[config.mk]
export PLATFORM = sky130hd
export DESIGN_NAME = msq_measurement_sequencer
export DESIGN_NICKNAME = d
export VERILOG_FILES = /design/src/hdl/msq_pkg.sv /design/src/hdl/msq_conv_timer.sv /design/src/hdl/msq_measurement_sequencer.sv
export SDC_FILE = /design/constraint.sdc
export NUM_CORES = 1
export LEC_CHECK = 0
export BUFFER_PORTS_ARGS = -buffer_cell sky130_fd_sc_hd__buf_2
export CORE_MARGIN = 10
export CORE_UTILIZATION = 55
export DETAILED_ROUTE_END_ITERATION = 6
export GPL_ROUTABILITY_DRIVEN = 1
export MAX_ROUTING_LAYER = met4
export PLACE_DENSITY = 0.76
export SETUP_SLACK_MARGIN = 0.15
export SYNTH_ARGS = -nofsm -noshare
export SYNTH_HDL_FRONTEND = slang
export SYNTH_HIERARCHICAL = 1
export SYNTH_SLANG_ARGS = --single-unit
[constraint.sdc]
create_clock -name pclk -period 13.9 [get_ports pclk]
set_input_delay 2.085 -clock pclk [delete_from_list [all_inputs] [get_ports pclk]]
set_output_delay 2.085 -clock pclk [all_outputs]
set_load 0.02 [all_outputs]
[src/hdl/msq_pkg.sv]
package msq_pkg;

  // ----------------------------------------
  // register map, byte addresses
  // ----------------------------------------
  localparam logic [7:0] MSQ_OFS_CONFIG   = 8'h00;  // rate, resolutions, heater, done reporting
  localparam logic [7:0] MSQ_OFS_COMMAND  = 8'h04;  // write one to bit 0 to start
  localparam logic [7:0] MSQ_OFS_STATUS   = 8'h08;  // live sequencer state
  localparam logic [7:0] MSQ_OFS_IRQ_STAT = 8'h0c;  // sticky events, write one to clear
  localparam logic [7:0] MSQ_OFS_IRQ_MASK = 8'h10;  // same layout as irq status
  localparam logic [7:0] MSQ_OFS_TEMP     = 8'h14;  // temperature result
  localparam logic [7:0] MSQ_OFS_HUM      = 8'h18;  // humidity result

  // ----------------------------------------
  // field layout
  // ----------------------------------------
  localparam int MSQ_CFG_RATE_LSB = 0;  // 3 bits, 0 = on demand
  localparam int MSQ_CFG_TRES_LSB = 3;  // 2 bits temperature resolution
  localparam int MSQ_CFG_HRES_LSB = 5;  // 2 bits humidity resolution
  localparam int MSQ_CFG_HEAT_BIT = 7;  // heater on
  localparam int MSQ_CFG_DRDY_BIT = 8;  // done reporting enable
  localparam int MSQ_CFG_WIDTH    = 9;
  localparam int MSQ_CMD_START    = 0;
  localparam int MSQ_IRQ_DONE     = 0;  // conversion_done_flag
  localparam int MSQ_IRQ_WIDTH    = 1;

  localparam logic [8:0] MSQ_CFG_RESET  = 9'h000;
  localparam logic [0:0] MSQ_MASK_RESET = 1'h0;

  // ----------------------------------------
  // resolution codes
  // ----------------------------------------
  localparam logic [1:0] MSQ_RES_14 = 2'h0;
  localparam logic [1:0] MSQ_RES_11 = 2'h1;
  localparam logic [1:0] MSQ_RES_9  = 2'h2;

  // ----------------------------------------
  // conversion times in microseconds
  // ----------------------------------------
  localparam int MSQ_TEMP_US_9  = 225;
  localparam int MSQ_TEMP_US_11 = 350;
  localparam int MSQ_TEMP_US_14 = 610;
  localparam int MSQ_HUM_US_9   = 275;
  localparam int MSQ_HUM_US_11  = 400;
  localparam int MSQ_HUM_US_14  = 660;
  localparam int MSQ_CLK_MHZ    = 50;    // pclk rate
  localparam int MSQ_CLK_PER_MS = 50000; // pclk cycles per millisecond

  // ----------------------------------------
  // auto sampling intervals in milliseconds
  // ----------------------------------------
  localparam int MSQ_IVL_MS_1 = 120000; // one per two minutes
  localparam int MSQ_IVL_MS_2 = 60000;
  localparam int MSQ_IVL_MS_3 = 10000;
  localparam int MSQ_IVL_MS_4 = 5000;
  localparam int MSQ_IVL_MS_5 = 1000;
  localparam int MSQ_IVL_MS_6 = 500;
  localparam int MSQ_IVL_MS_7 = 200;    // five per second

  typedef enum logic [1:0] {
    MSQ_SLEEP,
    MSQ_CONV_TEMP,
    MSQ_CONV_HUM,
    MSQ_STORE
  } msq_state_t;

endpackage : msq_pkg

[src/hdl/msq_conv_timer.sv]
`timescale 1ns/100ps
module msq_conv_timer
  import msq_pkg::*;
#(
  parameter int WIDTH = 20
) (
  // clock and reset
  input  wire logic             pclk,
  input  wire logic             presetn,
  // control
  input  wire logic             load,
  input  wire logic [WIDTH-1:0] load_value,
  // status
  output logic                  expired
);

  logic [WIDTH-1:0] count_ff;  // cycles left, zero when idle

  // ----------------------------------------
  // down counter
  // ----------------------------------------
  // load wins over counting so a restart is never lost
  always_ff @(posedge pclk or negedge presetn) begin
    if (!presetn) begin
      count_ff <= '0;
    end else if (load) begin
      count_ff <= load_value;
    end else if (count_ff != '0) begin
      count_ff <= count_ff - 1'b1;
    end
  end

  // last cycle of the interval, a count of n gives n cycles; load stays out, it is fed back from here
  assign expired = (count_ff == WIDTH'(1));

endmodule : msq_conv_timer

[src/hdl/msq_measurement_sequencer.sv]
`timescale 1ns/100ps
// Behaviour
// - temperature resolution 9, 11 or 14 bits
// - humidity resolution chosen independently
// - conversion time follows selected resolution
// - on demand, convert only on command
// - stay asleep after on-demand conversion
// - auto mode starts measurements itself
// - seven rates, two minutes to 5/s
// - wake into measurement each interval
// - software heater control, measuring still possible
// - sleep at reset and after storing
// - set done flag when reporting enabled
module msq_measurement_sequencer
  import msq_pkg::*;
#(
  parameter int CYCLES_PER_US = MSQ_CLK_MHZ,    // shorten in simulation
  parameter int CYCLES_PER_MS = MSQ_CLK_PER_MS, // shorten in simulation
  parameter int TIMER_WIDTH   = 20
) (
  // clock and reset
  input  wire logic        pclk,
  input  wire logic        presetn,
  // apb slave
  input  wire logic [7:0]  paddr,
  input  wire logic        psel,
  input  wire logic        penable,
  input  wire logic        pwrite,
  input  wire logic [31:0] pwdata,
  output logic [31:0]      prdata,
  output logic             pready,
  output logic             pslverr,
  // sensor front end
  input  wire logic [15:0] temp_sample,
  input  wire logic [15:0] hum_sample,
  output logic             temp_conv_on,
  output logic             hum_conv_on,
  // heater and interrupt
  output logic             heater_en,
  output logic             irq
);

  // ----------------------------------------
  // declarations
  // ----------------------------------------
  msq_state_t             state_ff;       // sequencer state
  msq_state_t             nxt_state;
  logic [8:0]             cfg_ff;         // configuration word
  logic [0:0]             irq_stat_ff;    // sticky events
  logic [0:0]             irq_mask_ff;    // event enables
  logic [15:0]            temp_data_ff;   // stored temperature
  logic [15:0]            hum_data_ff;    // stored humidity
  logic [31:0]            prdata_ff;      // read data, taken in setup
  logic [1:0]             tres_ff;        // resolution latched at start
  logic [1:0]             hres_ff;
  logic [2:0]             rate;           // 0 = on demand
  logic                   wr_acc;         // write access phase
  logic                   cmd_start;      // software start pulse
  logic                   auto_tick;      // interval elapsed
  logic                   start_req;      // any start request
  logic                   conv_load;      // load conversion timer
  logic [TIMER_WIDTH-1:0] conv_len;       // cycles for next conversion
  logic                   conv_done;      // timer expired
  logic                   addr_ok;        // address is mapped
  logic [2:0]             rate_last_ff;   // rate seen last cycle
  logic [31:0]            pre_cnt_ff;     // cycles within a millisecond
  logic [31:0]            ms_cnt_ff;      // milliseconds elapsed
  logic [31:0]            ivl_ms;         // interval for current rate

  // ----------------------------------------
  // helpers
  // ----------------------------------------
  // conversion length in cycles for a resolution code
  function automatic logic [TIMER_WIDTH-1:0] conv_cycles(input logic [1:0] res, input logic hum);
    int us = 0;
    unique case (res)
      MSQ_RES_9:  us = hum ? MSQ_HUM_US_9 : MSQ_TEMP_US_9;
      MSQ_RES_11: us = hum ? MSQ_HUM_US_11 : MSQ_TEMP_US_11;
      default:    us = hum ? MSQ_HUM_US_14 : MSQ_TEMP_US_14;
    endcase
    return TIMER_WIDTH'(us * CYCLES_PER_US);
  endfunction : conv_cycles
  // keep only the top bits that the resolution produces
  function automatic logic [15:0] res_keep(input logic [1:0] res);
    unique case (res)
      MSQ_RES_9:  return 16'hff80;
      MSQ_RES_11: return 16'hffe0;
      default:    return 16'hfffc;
    endcase
  endfunction : res_keep

  // ----------------------------------------
  // apb decode
  // ----------------------------------------
  assign wr_acc    = psel && penable && pwrite;
  assign cmd_start = wr_acc && (paddr == MSQ_OFS_COMMAND) && pwdata[MSQ_CMD_START];
  assign addr_ok   = (paddr <= MSQ_OFS_HUM) && (paddr[1:0] == 2'h0);  // map is dense and word aligned
  // zero wait states, error only for an unmapped address
  assign pready  = 1'b1;
  assign pslverr = psel && penable && !addr_ok;
  assign prdata  = prdata_ff;

  // read data captured in setup so it stands through access
  always_ff @(posedge pclk or negedge presetn) begin
    if (!presetn) begin
      prdata_ff <= '0;
    end else if (psel && !penable && !pwrite) begin
      unique case (paddr)
        MSQ_OFS_CONFIG:   prdata_ff <= 32'(cfg_ff);
        MSQ_OFS_STATUS:   prdata_ff <= {28'h0, heater_en, hum_conv_on, temp_conv_on, state_ff != MSQ_SLEEP};
        MSQ_OFS_IRQ_STAT: prdata_ff <= 32'(irq_stat_ff);
        MSQ_OFS_IRQ_MASK: prdata_ff <= 32'(irq_mask_ff);
        MSQ_OFS_TEMP:     prdata_ff <= {16'h0, temp_data_ff};
        MSQ_OFS_HUM:      prdata_ff <= {16'h0, hum_data_ff};
        default:          prdata_ff <= '0;  // command and unmapped read zero
      endcase
    end
  end

  // ----------------------------------------
  // configuration register
  // ----------------------------------------
  // all fields, written together as one word
  always_ff @(posedge pclk or negedge presetn) begin
    if (!presetn) begin
      cfg_ff <= MSQ_CFG_RESET;
    end else if (wr_acc && (paddr == MSQ_OFS_CONFIG)) begin
      cfg_ff <= pwdata[MSQ_CFG_WIDTH-1:0];
    end
  end

  assign rate      = cfg_ff[MSQ_CFG_RATE_LSB +: 3];
  assign heater_en = cfg_ff[MSQ_CFG_HEAT_BIT];

  // ----------------------------------------
  // interrupt mask
  // ----------------------------------------
  always_ff @(posedge pclk or negedge presetn) begin
    if (!presetn) begin
      irq_mask_ff <= MSQ_MASK_RESET;
    end else if (wr_acc && (paddr == MSQ_OFS_IRQ_MASK)) begin
      irq_mask_ff <= pwdata[MSQ_IRQ_WIDTH-1:0];
    end
  end

  // ----------------------------------------
  // sticky status, write one to clear
  // ----------------------------------------
  // done flag set on store when reporting is enabled
  // a completion in the clearing cycle still sets the flag
  always_ff @(posedge pclk or negedge presetn) begin
    if (!presetn) begin
      irq_stat_ff <= '0;
    end else if (state_ff == MSQ_STORE && cfg_ff[MSQ_CFG_DRDY_BIT]) begin
      irq_stat_ff[MSQ_IRQ_DONE] <= 1'b1;
    end else if (wr_acc && (paddr == MSQ_OFS_IRQ_STAT)) begin
      irq_stat_ff <= irq_stat_ff & ~pwdata[MSQ_IRQ_WIDTH-1:0];
    end
  end
  assign irq = |(irq_stat_ff & irq_mask_ff);

  // ----------------------------------------
  // auto sampling interval
  // ----------------------------------------
  // seven interval choices
  always_comb begin
    unique case (rate)
      3'h1:    ivl_ms = 32'(MSQ_IVL_MS_1);
      3'h2:    ivl_ms = 32'(MSQ_IVL_MS_2);
      3'h3:    ivl_ms = 32'(MSQ_IVL_MS_3);
      3'h4:    ivl_ms = 32'(MSQ_IVL_MS_4);
      3'h5:    ivl_ms = 32'(MSQ_IVL_MS_5);
      3'h6:    ivl_ms = 32'(MSQ_IVL_MS_6);
      3'h7:    ivl_ms = 32'(MSQ_IVL_MS_7);
      default: ivl_ms = 32'h0;
    endcase
  end

  // restart the interval whenever the rate changes
  always_ff @(posedge pclk or negedge presetn) begin
    if (!presetn) begin
      rate_last_ff <= '0;
    end else begin
      rate_last_ff <= rate;
    end
  end

  // prescaler to milliseconds, then count milliseconds
  always_ff @(posedge pclk or negedge presetn) begin
    if (!presetn) begin
      pre_cnt_ff <= '0;
      ms_cnt_ff  <= '0;
    end else if (rate == 3'h0 || rate != rate_last_ff) begin
      pre_cnt_ff <= '0;
      ms_cnt_ff  <= '0;
    end else if (pre_cnt_ff == 32'(CYCLES_PER_MS - 1)) begin
      pre_cnt_ff <= '0;
      ms_cnt_ff  <= auto_tick ? 32'h0 : ms_cnt_ff + 32'h1;
    end else begin
      pre_cnt_ff <= pre_cnt_ff + 32'h1;
    end
  end

  assign auto_tick = (rate != 3'h0) && (rate == rate_last_ff) &&
                     (pre_cnt_ff == 32'(CYCLES_PER_MS - 1)) && (ms_cnt_ff == ivl_ms - 32'h1);
  // command or tick is the only trigger
  assign start_req = cmd_start || auto_tick;

  // ----------------------------------------
  // sequencer
  // ----------------------------------------
  always_comb begin
    nxt_state = state_ff;
    unique case (state_ff)
      MSQ_SLEEP:     if (start_req) nxt_state = MSQ_CONV_TEMP;
      MSQ_CONV_TEMP: if (conv_done) nxt_state = MSQ_CONV_HUM;
      MSQ_CONV_HUM:  if (conv_done) nxt_state = MSQ_STORE;
      MSQ_STORE:     nxt_state = MSQ_SLEEP;
    endcase
  end
  always_ff @(posedge pclk or negedge presetn) begin
    if (!presetn) begin
      state_ff <= MSQ_SLEEP;
    end else begin
      state_ff <= nxt_state;
    end
  end
  // resolution frozen for the whole measurement
  always_ff @(posedge pclk or negedge presetn) begin
    if (!presetn) begin
      tres_ff <= MSQ_RES_14;
      hres_ff <= MSQ_RES_14;
    end else if (state_ff == MSQ_SLEEP && start_req) begin
      tres_ff <= cfg_ff[MSQ_CFG_TRES_LSB +: 2];
      hres_ff <= cfg_ff[MSQ_CFG_HRES_LSB +: 2];
    end
  end
  assign conv_load = (state_ff == MSQ_SLEEP && start_req) ||
                     (state_ff == MSQ_CONV_TEMP && conv_done);
  assign conv_len  = conv_cycles((state_ff == MSQ_SLEEP) ? cfg_ff[MSQ_CFG_TRES_LSB +: 2] : hres_ff,
                                 state_ff != MSQ_SLEEP);
  msq_conv_timer #(
    .WIDTH      (TIMER_WIDTH)
  ) u_conv_timer (
    .pclk       (pclk),
    .presetn    (presetn),
    .load       (conv_load),
    .load_value (conv_len),
    .expired    (conv_done)
  );
  assign temp_conv_on = (state_ff == MSQ_CONV_TEMP);
  assign hum_conv_on  = (state_ff == MSQ_CONV_HUM);

  // ----------------------------------------
  // result registers
  // ----------------------------------------
  // low bits cleared below resolution
  always_ff @(posedge pclk or negedge presetn) begin
    if (!presetn) begin
      temp_data_ff <= '0;
      hum_data_ff  <= '0;
    end else if (state_ff == MSQ_STORE) begin
      temp_data_ff <= temp_sample & res_keep(tres_ff);
      hum_data_ff  <= hum_sample & res_keep(hres_ff);
    end
  end

  // ----------------------------------------
  // checks
  // ----------------------------------------
  int unsigned dwell_ff;         // cycles spent in current state
  int unsigned exp_len;          // expected dwell of current state

  always_ff @(posedge pclk or negedge presetn) begin
    if (!presetn) begin
      dwell_ff <= 0;
    end else if (nxt_state != state_ff) begin
      dwell_ff <= 0;
    end else begin
      dwell_ff <= dwell_ff + 1;
    end
  end
  assign exp_len = 32'(conv_cycles((state_ff == MSQ_CONV_TEMP) ? tres_ff : hres_ff, state_ff != MSQ_CONV_TEMP));
endmodule : msq_measurement_sequencer

# Word-level counts from Yosys, hierarchy flattened
# Cells that the tools add are included.
# word_totals
register_bits	168
input_bits	77
output_inout_bits	38
elab_cells	112
# classes
addsub	4
multipliers	1
n_lt_le_gt_ge	1
n_eq_ne	30
n_mux	24
bitwise	5
n_reduce_logical	34
# op_table
op	n
$mux W32	5
$pmux W17 S7	1
$pmux W16 S6	1
$add A32 B1 Y32 const B	2
$mux W20	2
$and A16 B16 Y16	2
$eq A32 B16 Y1 const B	1
$eq A32 B32 Y1	1
$mul A32 B6 Y19 const B	1
$mux W16	2
$sub A32 B1 Y32 const B	1
$pmux W7 S2	2
$eq A8 B5 Y1 const B	3
$eq A20 B1 Y1 const B	1
$pmux W10 S2	1
$reduce_bool A20 Y1	1
$sub A20 B1 Y20 const B	1
$logic_and A1 B1 Y1	17
$eq A8 B4 Y1 const B	2
$mux W8	2
$eq A3 B3 Y1 const B	4
$eq A2 B2 Y1 const B	5
$mux W9	1
$eq A2 B1 Y1 const B	4
21 further kinds	36

# Longest topological paths before layout
# Gate-level depths: netlist of run 1.
# logic_depth
ltp_word	9
mapped_depth	23
ltp_nobuf	21

# By module
# Netlist of run 1, hierarchy kept.
# modules_own_cells
module	n_inst	cells_per_inst	area_per_inst_um2	seq_area_each_um2
msq_measurement_sequencer	1	843	7806.2	3203.1
msq_conv_timer	1	152	1376.3	500.5

# Worst setup path before layout of run 1
# No wires, ideal clock.
# synth_path
path_type	input to output
start	input paddr[4]
end	output pslverr
arrival_ns	2.753
required_time_ns	11.815
path_slack_ns	9.062
cell_stages	3
n_path_buf	1
cell_sequence	clkbuf_1 -> a31oi_1 -> nor2_1
# synth_between
elab_chain_len	4
# synth_lines
element	line_no	source
from (decl)	msq_measurement_sequencer.sv:25	input wire logic [7:0] paddr,
$le A8 B5 Y1	msq_measurement_sequencer.sv:97	assign addr_ok = (paddr <= MSQ_OFS_HUM) && (paddr[1:0] == 2'h0);
$logic_and A1 B1 Y1	msq_measurement_sequencer.sv:97	
$logic_not A1 Y1	msq_measurement_sequencer.sv:100	assign pslverr = psel && penable && !addr_ok;
$logic_and A1 B1 Y1	msq_measurement_sequencer.sv:100	
to (decl)	msq_measurement_sequencer.sv:32	output logic pslverr,
# No other way between the ends.

# Final worst setup path of run 1
# layout_path
start	register state_ff[0]
end	register u_conv_timer.count_ff[14]
# layout_between
elab_chain_len	6
elab_cells_between_ends	16
classes_between	mul: 1; eq/ne: 3; mux: 6; reduce/logical: 6
# layout_lines
element	line_no	source
from (decl)	msq_measurement_sequencer.sv:46	msq_state_t state_ff;
from (signal assigned)	msq_measurement_sequencer.sv:225	state_ff <= nxt_state;
$logic_not A2 Y1	msq_measurement_sequencer.sv:240	assign conv_len = conv_cycles((state_ff == MSQ_SLEEP) ? cfg_ff[MSQ_CFG_TRES_LSB +: 2] : hres_ff,
$mux W2	msq_measurement_sequencer.sv:240	
$eq A2 B1 Y1 / $eq A2 B2 Y1 (equally long branches)	msq_measurement_sequencer.sv:76	unique case (res)
$pmux W10 S2 (*)	msq_measurement_sequencer.sv:76	
$mul A32 B6 Y19 (*)	msq_measurement_sequencer.sv:81	return TIMER_WIDTH'(us * CYCLES_PER_US);
via conv_len[14]	msq_measurement_sequencer.sv:62	logic [TIMER_WIDTH-1:0] conv_len;
$mux W20 (*)	msq_conv_timer.sv:26	end else if (load) begin
to (signal assigned)	msq_conv_timer.sv:27	count_ff <= load_value;
to (signal assigned)	msq_conv_timer.sv:29	count_ff <= count_ff - 1'b1;
to (decl)	msq_conv_timer.sv:17	logic [WIDTH-1:0] count_ff;
# Mark *: on every way through the listed nets, which the timed path passes. The rest lies on a longest branch.
# A chain may end at the register's enable or synchronous reset.

==> metrics.txt, run 1 <==
combinational share of power=30.3%; layout cells sized above 1=between 10% and 20%; PwrDens=142 nW/um^2; CP arrival=5.77 ns; status=completed; CTS HTree Levels=4; row count=47; gpl congestion=0.844; die area=22300 um^2; Layout area overhead=11.4%; postcts setup bufs=0; crit end category=flip-flop; Initial Utilization=55.8%; Area after DPL=9610 um^2; Rel. slew slack=31.2%; max frequency=184 MHz; shortest period the worst path allows=~5.4 ns; Avg Cell Area, Syn=9.23 um^2; asr flop ratio synth=100%; CP dominant cell by count=ha_1; Die Y=149 um; initial antenna violation count=0; worst skew pair latency=0.44 ns; # hold bufs at CTS=0; crit path max-delay cell type=ha_1; Bufs on Longest Clock Path=2; XOR/XNOR Fraction of Synth Area=4.86%; core area=16500 um^2; EDFF count, synth=0; post-DR wirelength/cell=roughly 16 um; Critical R2R Capture=u_conv_timer/count_ff[14]; Worst VDD drop=0.142 mV; sw power=510 uW; Worst Setup EP=u_conv_timer/count_ff[14]; Critical Path, Cell by Cell=inv_1 > ha_1 > clkinv_1 > a21boi_0 > ha_1 > nor2_1 > o22ai_1 > ha_1 > fa_1 > ha_1 > ha_1 > inv_1 > nor2_1 > nor2_1 > o21bai_1 > a21oi_1 > o21ai_0 > xor2_1 > inv_1 > a2111oi_2; CTS buffer count=17; Worst Tran Pin Value=a little over 1 ns; Pleak=0.00460 uW; sw frac=35.1%; clk root buf=clkbuf_16; R2R Setup Slk=roughly 8.5 ns; Crit Path Category=flip-flop to flip-flop; ys flop type=dfrtp_1; largest family of logic cells by synthesized area=simple AND/OR/NAND/NOR gates; Post-DP HPWL=14200 um; DR pass1 iterations=5; worst setup margin=8.46 ns; Max Slew Vio Count=0; multiplexer share of the synthesized area=4.39%; Max Cap Viol=0; worst path bufs/invs=4; largest net degree at the start of global routing=85; final setup skew=about 0.015 ns; most frequent cells in the layout=dfrtp_1, nand2_1, nor2_1; CTS tree=yes; drt via density=~5.8; global-route wire length before repair=34900 um; Synth Area in Adders=6.54%; Final #Nets=1165; WL final=slightly above 20000 um; Hold Path Class=flip-flop to flip-flop; Max stage delay on crit path=0.54 ns; Via Count=7419; synth warn=6; Post-CTS Resized=0; setup TNS=0 ns; Ports=~120; RSZ-0062 raised after global routing=no; Post-Syn Area=9180 um^2; FF-to-FF Start=state_ff[0]; final setup fails=0; PortBufs=70; P_int=about 940 uW; post-route insts no fill=about 1300; Post-Synth Simple-Gate Area=about a quarter; Clock power frac=approximately 32%; pre-CTS setup slack=8.51 ns; Hold WS=0.483 ns; synth unique cells=between 70 and 80; cell count along the critical path=20; critical path required time=around 14 ns; CP Launch Type=flip-flop; DR iter-0 viols=roughly 510; final antenna-violating net count=0; Design Area, Final=10200 um^2; die width=149 um; Worst path top cell family by delay=adder cells; Setup crit start=state_ff[0]; number of global-route vias before repair=7147; Synth Register Bits=148; gr ovfl total=0; placed insts=1243; R2R depth=20; clk slew on worst S/H paths=approximately 0.080 ns; Synth Area in Compound Gates=14.5%; DRC=0; GR Util All Layers=roughly 20%; leading cell type in the layout, fill and taps excluded=dfrtp_1; Synth Instances=995; Seq/Total Area, Yosys=40.3%; fin crit share=39.1%; Seq pwr share=between 30% and 40%; total clock sinks=148; # diodes=0; CP Max Fanout=15; final-layout fill cell count=roughly 1400; Final Hold Fails=0
[cell families after synthesis]
kind of cell,Yosys count
buffers and inverters,113
other,2
XOR/XNOR,51
multiplexers,36
flip-flops,148
AO/OA/AOI/OAI,196
AND/OR/NAND/NOR,402
adder cells (fa/ha/maj),47
[area by class of cell]
type / instances / area, um^2 / area share (%)
sequential: 148 / 3700 / 36.2
clock buffer: 17 / 425 / 4.16
clock inverter: 15 / 194 / 1.90
inverter: 41 / 154 / 1.50
multi-input combinational: 754 / 5040 / 49.3
timing repair buffer: 80 / 432 / 4.22
tap: 220 / 275 / 2.69
[through the flow]
stage | utilization [%] | total power (uW)
final | 62.1 | 1450
after global routing | 62.1 | 1560
after CTS | 62.1 | 1470
after detailed placement | 58.4 | 982
after global placement | 58.4 | 968
after floorplan | - | 889
[sequential cells by signal (all words and copies together) (netlist names)]
| name | count |
|---|---|
| tres_ff | 2 |
| irq_mask_ff | 1 |
| temp_data_ff | 14 |
| ms_cnt_ff | 32 |
| hres_ff | 2 |
| u_conv_timer/count_ff | 20 |
| rate_last_ff | 3 |
| prdata | 16 |
| state_ff | 2 |
| irq_stat_ff | 1 |
| hum_data_ff | 14 |
| pre_cnt_ff | 32 |
| cfg_ff | 9 |
[Yosys cell counts (4+ instances only)]
cell type | instances | share of area [%]
o31ai_1 | 10 | 0.82
nor4_1 | 22 | 1.5
xnor2_1 | 22 | 2.1
buf_4 | 21 | 1.7
a222oi_1 | 7 | 0.76
nor3b_1 | 17 | 1.4
o21a_1 | 5 | 0.41
o21ai_1 | 32 | 1.7
or4_1 | 4 | 0.33
mux2_2 | 29 | 3.6
nand2b_1 | 7 | 0.48
dfrtp_1 | 148 | 40
a31oi_1 | 4 | 0.27
o22ai_1 | 6 | 0.41
nor2_1 | 78 | 3.2
nor2b_1 | 11 | 0.75
o211ai_1 | 9 | 0.74
a21o_1 | 23 | 1.9
clkbuf_1 | 42 | 1.7
nand3_1 | 48 | 2.6
o41ai_1 | 4 | 0.38
nand4_1 | 23 | 1.6
ha_1 | 44 | 6.0
buf_2 | 6 | 0.33
nand3b_1 | 5 | 0.41
o21ai_0 | 30 | 1.6
and4_1 | 6 | 0.57
a22oi_1 | 9 | 0.74
a211oi_1 | 4 | 0.33
and2_1 | 11 | 0.75
nand2_1 | 84 | 3.4
mux2_1 | 5 | 0.61
a21oi_1 | 24 | 1.3
nor4b_1 | 6 | 0.57
or3_1 | 16 | 1.1
and3_1 | 22 | 1.5
inv_1 | 38 | 1.6
xor2_1 | 29 | 2.8
nor3_1 | 19 | 1.0
[power by group through the flow]
stage / Sequential (uW) / Clock [uW] / Combinational [uW]
final: 541 / 471 / 440
after CTS: 541 / 481 / 444
after global routing: 549 / 500 / 509
after detailed placement: 548 / 0 / 434
after global placement: 545 / 0 / 423
after floorplan: 538 / 0 / 351
[worst min path at each step]
stage / start / end / slack [ns] / cells after the start
final: prdata[12] / prdata[12] / 0.48 / 2
after global placement: prdata[0] / prdata[0] / 0.46 / 2
after detailed placement: prdata[15] / prdata[15] / 0.47 / 2
after floorplan: cfg_ff[2] / rate_last_ff[2] / 0.39 / 0
after CTS: prdata[15] / prdata[15] / 0.49 / 2
after global routing: prdata[13] / prdata[13] / 0.51 / 2
[worst min-delay path, delay by kind of cell (launching register included)]
| family | cells | cell delay [ns] |
|---|---|---|
| and+or+nand+nor | 1 | 0.05 |
| DFF | 1 | 0.34 |
| AOI/OAI and AO/OA | 1 | 0.06 |
[metal layers]
metal | part of all wire [%] | vias to the layer above | global-route usage [%]
met5 | 0 | - | -
met4 | 1.3 | 0 | 5.35
met3 | 4.7 | 22 | 3.58
met2 | 47 | 195 | 30.2
met1 | 47 | 3544 | 25.6
li1 | - | 3658 | -
No activity file was read; power rests on OpenSTA's default activity.
==> run 2: changes to the inputs <==
==> constraint.sdc (replaced) <==
create_clock -name pclk -period 5.4 [get_ports pclk]
set_input_delay 0.81 -clock pclk [delete_from_list [all_inputs] [get_ports pclk]]
set_output_delay 0.81 -clock pclk [all_outputs]
set_load 0.02 [all_outputs]
==> run 2 against run 1 <==
Compared with the run above:
- setup slack worse by 7.9 ns
- combinational power rose to 2.6 times the previous value
- first-iteration DRC count up 3.7%
- via count rose by 2.2%
- clock-buffer cell count did not move
- sequential power grew to 2.6 times the previous value
- clock skew down 0.0020 ns
- largest power group unchanged
- core utilization up 0.27 points
- final area rose by 0.43%
- sequential share of layout area is 0.15 points lower
- non-clock buffer count up 5
==> metrics.txt, run 2 (synthesized netlist as in run 1, its figures left out) <==
status=completed (unchanged); P_int=2430 uW (was 942 uW); CP Launch Type=flip-flop (unchanged); Area after DPL=9650 um^2 (was 9610 um^2); R2R depth=21 (was 20); CTS tree=yes (unchanged); Post-CTS Resized=0 (unchanged); fin util=62.4% (was 62.1%); largest net degree at the start of global routing=104 (was 85); CP dominant cell by count=ha_1 (unchanged); final setup skew=0.0128 ns (was 0.0148 ns); crit path max-delay cell type=fa_1 (was ha_1); Max stage delay on crit path=0.47 ns (was 0.54 ns); # hold bufs at CTS=0 (unchanged); Max Slew Vio Count=0 (unchanged); worst setup margin=0.595 ns (was 8.46 ns); clk root buf=clkbuf_16 (unchanged); clk slew on worst S/H paths=0.07 ns (was 0.08 ns); crit end category=flip-flop (unchanged); Pleak=0.00462 uW (was 0.00460 uW); CP arrival=5.14 ns (was 5.77 ns); global-route wire length before repair=35600 um (was 34900 um); worst path bufs/invs=4 (unchanged); layout cells sized above 1=15.4% (was 14.8%); drt via density=5.92 (was 5.82); fin crit share=89.0% (was 39.1%); CTS HTree Levels=4 (unchanged); Max Cap Viol=0 (unchanged); die width=149 um (unchanged); core area=16500 um^2 (unchanged); gr ovfl total=0 (unchanged); Design Area, Final=10300 um^2 (was 10200 um^2); GR Util All Layers=19.9% (was 19.5%); Final Hold Fails=0 (unchanged); final setup fails=0 (unchanged); number of global-route vias before repair=7270 (was 7147); sw frac=35.2% (was 35.1%); critical path required time=5.74 ns (was 14.23 ns); sw power=1320 uW (was 510 uW); RSZ-0062 raised after global routing=no (unchanged); DR iter-0 viols=530 (was 511); WL final=21300 um (was 20400 um); Worst path top cell family by delay=adder cells (unchanged); CTS buffer count=17 (unchanged); Seq pwr share=37.3% (about the same); M1 GR Usage=25.7% (was 25.6%); setup TNS=0 ns (unchanged); GR Util met3=4.43% (was 3.58%); Worst VDD drop=0.486 mV (was 0.142 mV); final antenna-violating net count=0 (unchanged); pre-CTS setup slack=0.574 ns (was 8.51 ns); Worst Tran Pin Value=1.13 ns (was 1.02 ns); most frequent cells in the layout=dfrtp_1, nand2_1, nor2_1 (unchanged); worst skew pair latency=0.44 ns (about the same); R2R Setup Slk=0.60 ns (was 8.46 ns); die area=22300 um^2 (unchanged); max frequency=208 MHz (was 184 MHz); Via Count=7581 (was 7419); leading cell type in the layout, fill and taps excluded=dfrtp_1 (unchanged); Most Crowded Layer GR=met2 (unchanged); Die Y=149 um (unchanged); CP Max Fanout=13 (was 15); Bufs on Longest Clock Path=2 (unchanged); Critical Path, Cell by Cell=inv_1 > ha_1 > buf_4 > nand2_1 > a21boi_0 > ha_2 > nor2_1 > o22ai_1 > ha_1 > fa_1 > ha_1 > ha_1 > inv_1 > nor2_1 > nor2_1 > o21bai_1 > a21oi_1 > o21ai_0 > xor2_1 > inv_1 > a2111oi_2 (was inv_1 > ha_1 > clkinv_1 > a21boi_0 > ha_1 > nor2_1 > o22ai_1 > ha_1 > fa_1 > ha_1 > ha_1 > inv_1 > nor2_1 > nor2_1 > o21bai_1 > a21oi_1 > o21ai_0 > xor2_1 > inv_1 > a2111oi_2); Initial Utilization=55.8% (unchanged); Final #Nets=1170 (was 1165); initial antenna violation count=0 (unchanged); PwrDens=365 nW/um^2 (was 142 nW/um^2); Critical R2R Capture=u_conv_timer/count_ff[14] (unchanged); gpl congestion=0.879 (was 0.844); Post-DP HPWL=14600 um (was 14200 um); Hold Path Class=primary input to asynchronous set/reset pin (was flip-flop to flip-flop); final-layout fill cell count=1381 (was 1391); Clock power frac=32.5% (was 32.4%); DR pass1 iterations=5 (unchanged); postcts setup bufs=0 (unchanged); post-DR wirelength/cell=16.7 um (was 16.0 um); met2 Use GR=31.3% (was 30.2%); row count=47 (unchanged); # diodes=0 (unchanged); combinational share of power=30.2% (was 30.3%); Ports=115 (unchanged); DRC=0 (unchanged); Crit Path Category=flip-flop to flip-flop (unchanged); Layout area overhead=11.9% (was 11.4%); total clock sinks=148 (unchanged); top flop regs=ms_cnt_ff x32, pre_cnt_ff x32, u_conv_timer/count_ff x20 (unchanged); Rel. slew slack=23.9% (was 31.2%); FF-to-FF Start=state_ff[1] (was state_ff[0]); PortBufs=70 (unchanged); shortest period the worst path allows=4.80 ns (was 5.44 ns)
run 2: layout make-up:
class,count,area (um^2),share of cell area [%]
multi-input cells,754,5050,49.2
clock inverters,15,191,1.86
flip-flops and latches,148,3700,36.1
clock buffers,17,425,4.14
repair buffers,85,469,4.57
well taps,220,275,2.68
inverters,41,154,1.50
run 2: power by group through the flow:
| stage | combinational [uW] | clock (uW) | sequential, uW |
|---|---|---|---|
| after floorplan | 904 | 0 | 1380 |
| after global placement | 1110 | 0 | 1410 |
| after detailed placement | 1130 | 0 | 1410 |
| after CTS | 1140 | 1240 | 1400 |
| after global routing | 1310 | 1280 | 1420 |
| final | 1130 | 1220 | 1400 |
run 2: worst max-delay path by stage:
stage	start	end	slack, ns	cells after the start
floorplan	state_ff[0]	u_conv_timer/count_ff[14]	0.64	20
detailed placement	state_ff[0]	u_conv_timer/count_ff[14]	0.57	21
CTS	state_ff[0]	u_conv_timer/count_ff[14]	0.52	21
global placement	state_ff[0]	u_conv_timer/count_ff[14]	0.69	21
finish	state_ff[1]	u_conv_timer/count_ff[14]	0.60	21
global route	state_ff[0]	u_conv_timer/count_ff[14]	0.19	23
run 2: per-stage QoR:
stage,total power (uW),hold WS [ns],cells
floorplan,2290,0.392,1015
global placement,2510,0.460,1248
detailed placement,2540,0.470,1248
CTS,3780,0.488,1280
global route,4010,0.525,1280
finish,3750,0.459,1280
run 2: worst reg2reg max path, delay by kind of cell, from the launching register on:
kind | cells | cell delay, ns
buffers and inverters | 4 | 0.44
adders and majority gates | 6 | 2.02
and+or+nand+nor | 4 | 0.41
xor gates and xnor gates | 1 | 0.16
DFF | 1 | 0.41
AOI/OAI and AO/OA | 6 | 1.26
run 2: per-layer routing:
layer | vias to the layer above | part of all wire (%) | routed length (um)
met5 | - | 0 | 0
met4 | 0 | 1.1 | 232
met3 | 24 | 4.7 | 999
met2 | 184 | 49 | 10400
met1 | 3705 | 45 | 9690
li1 | 3668 | - | -
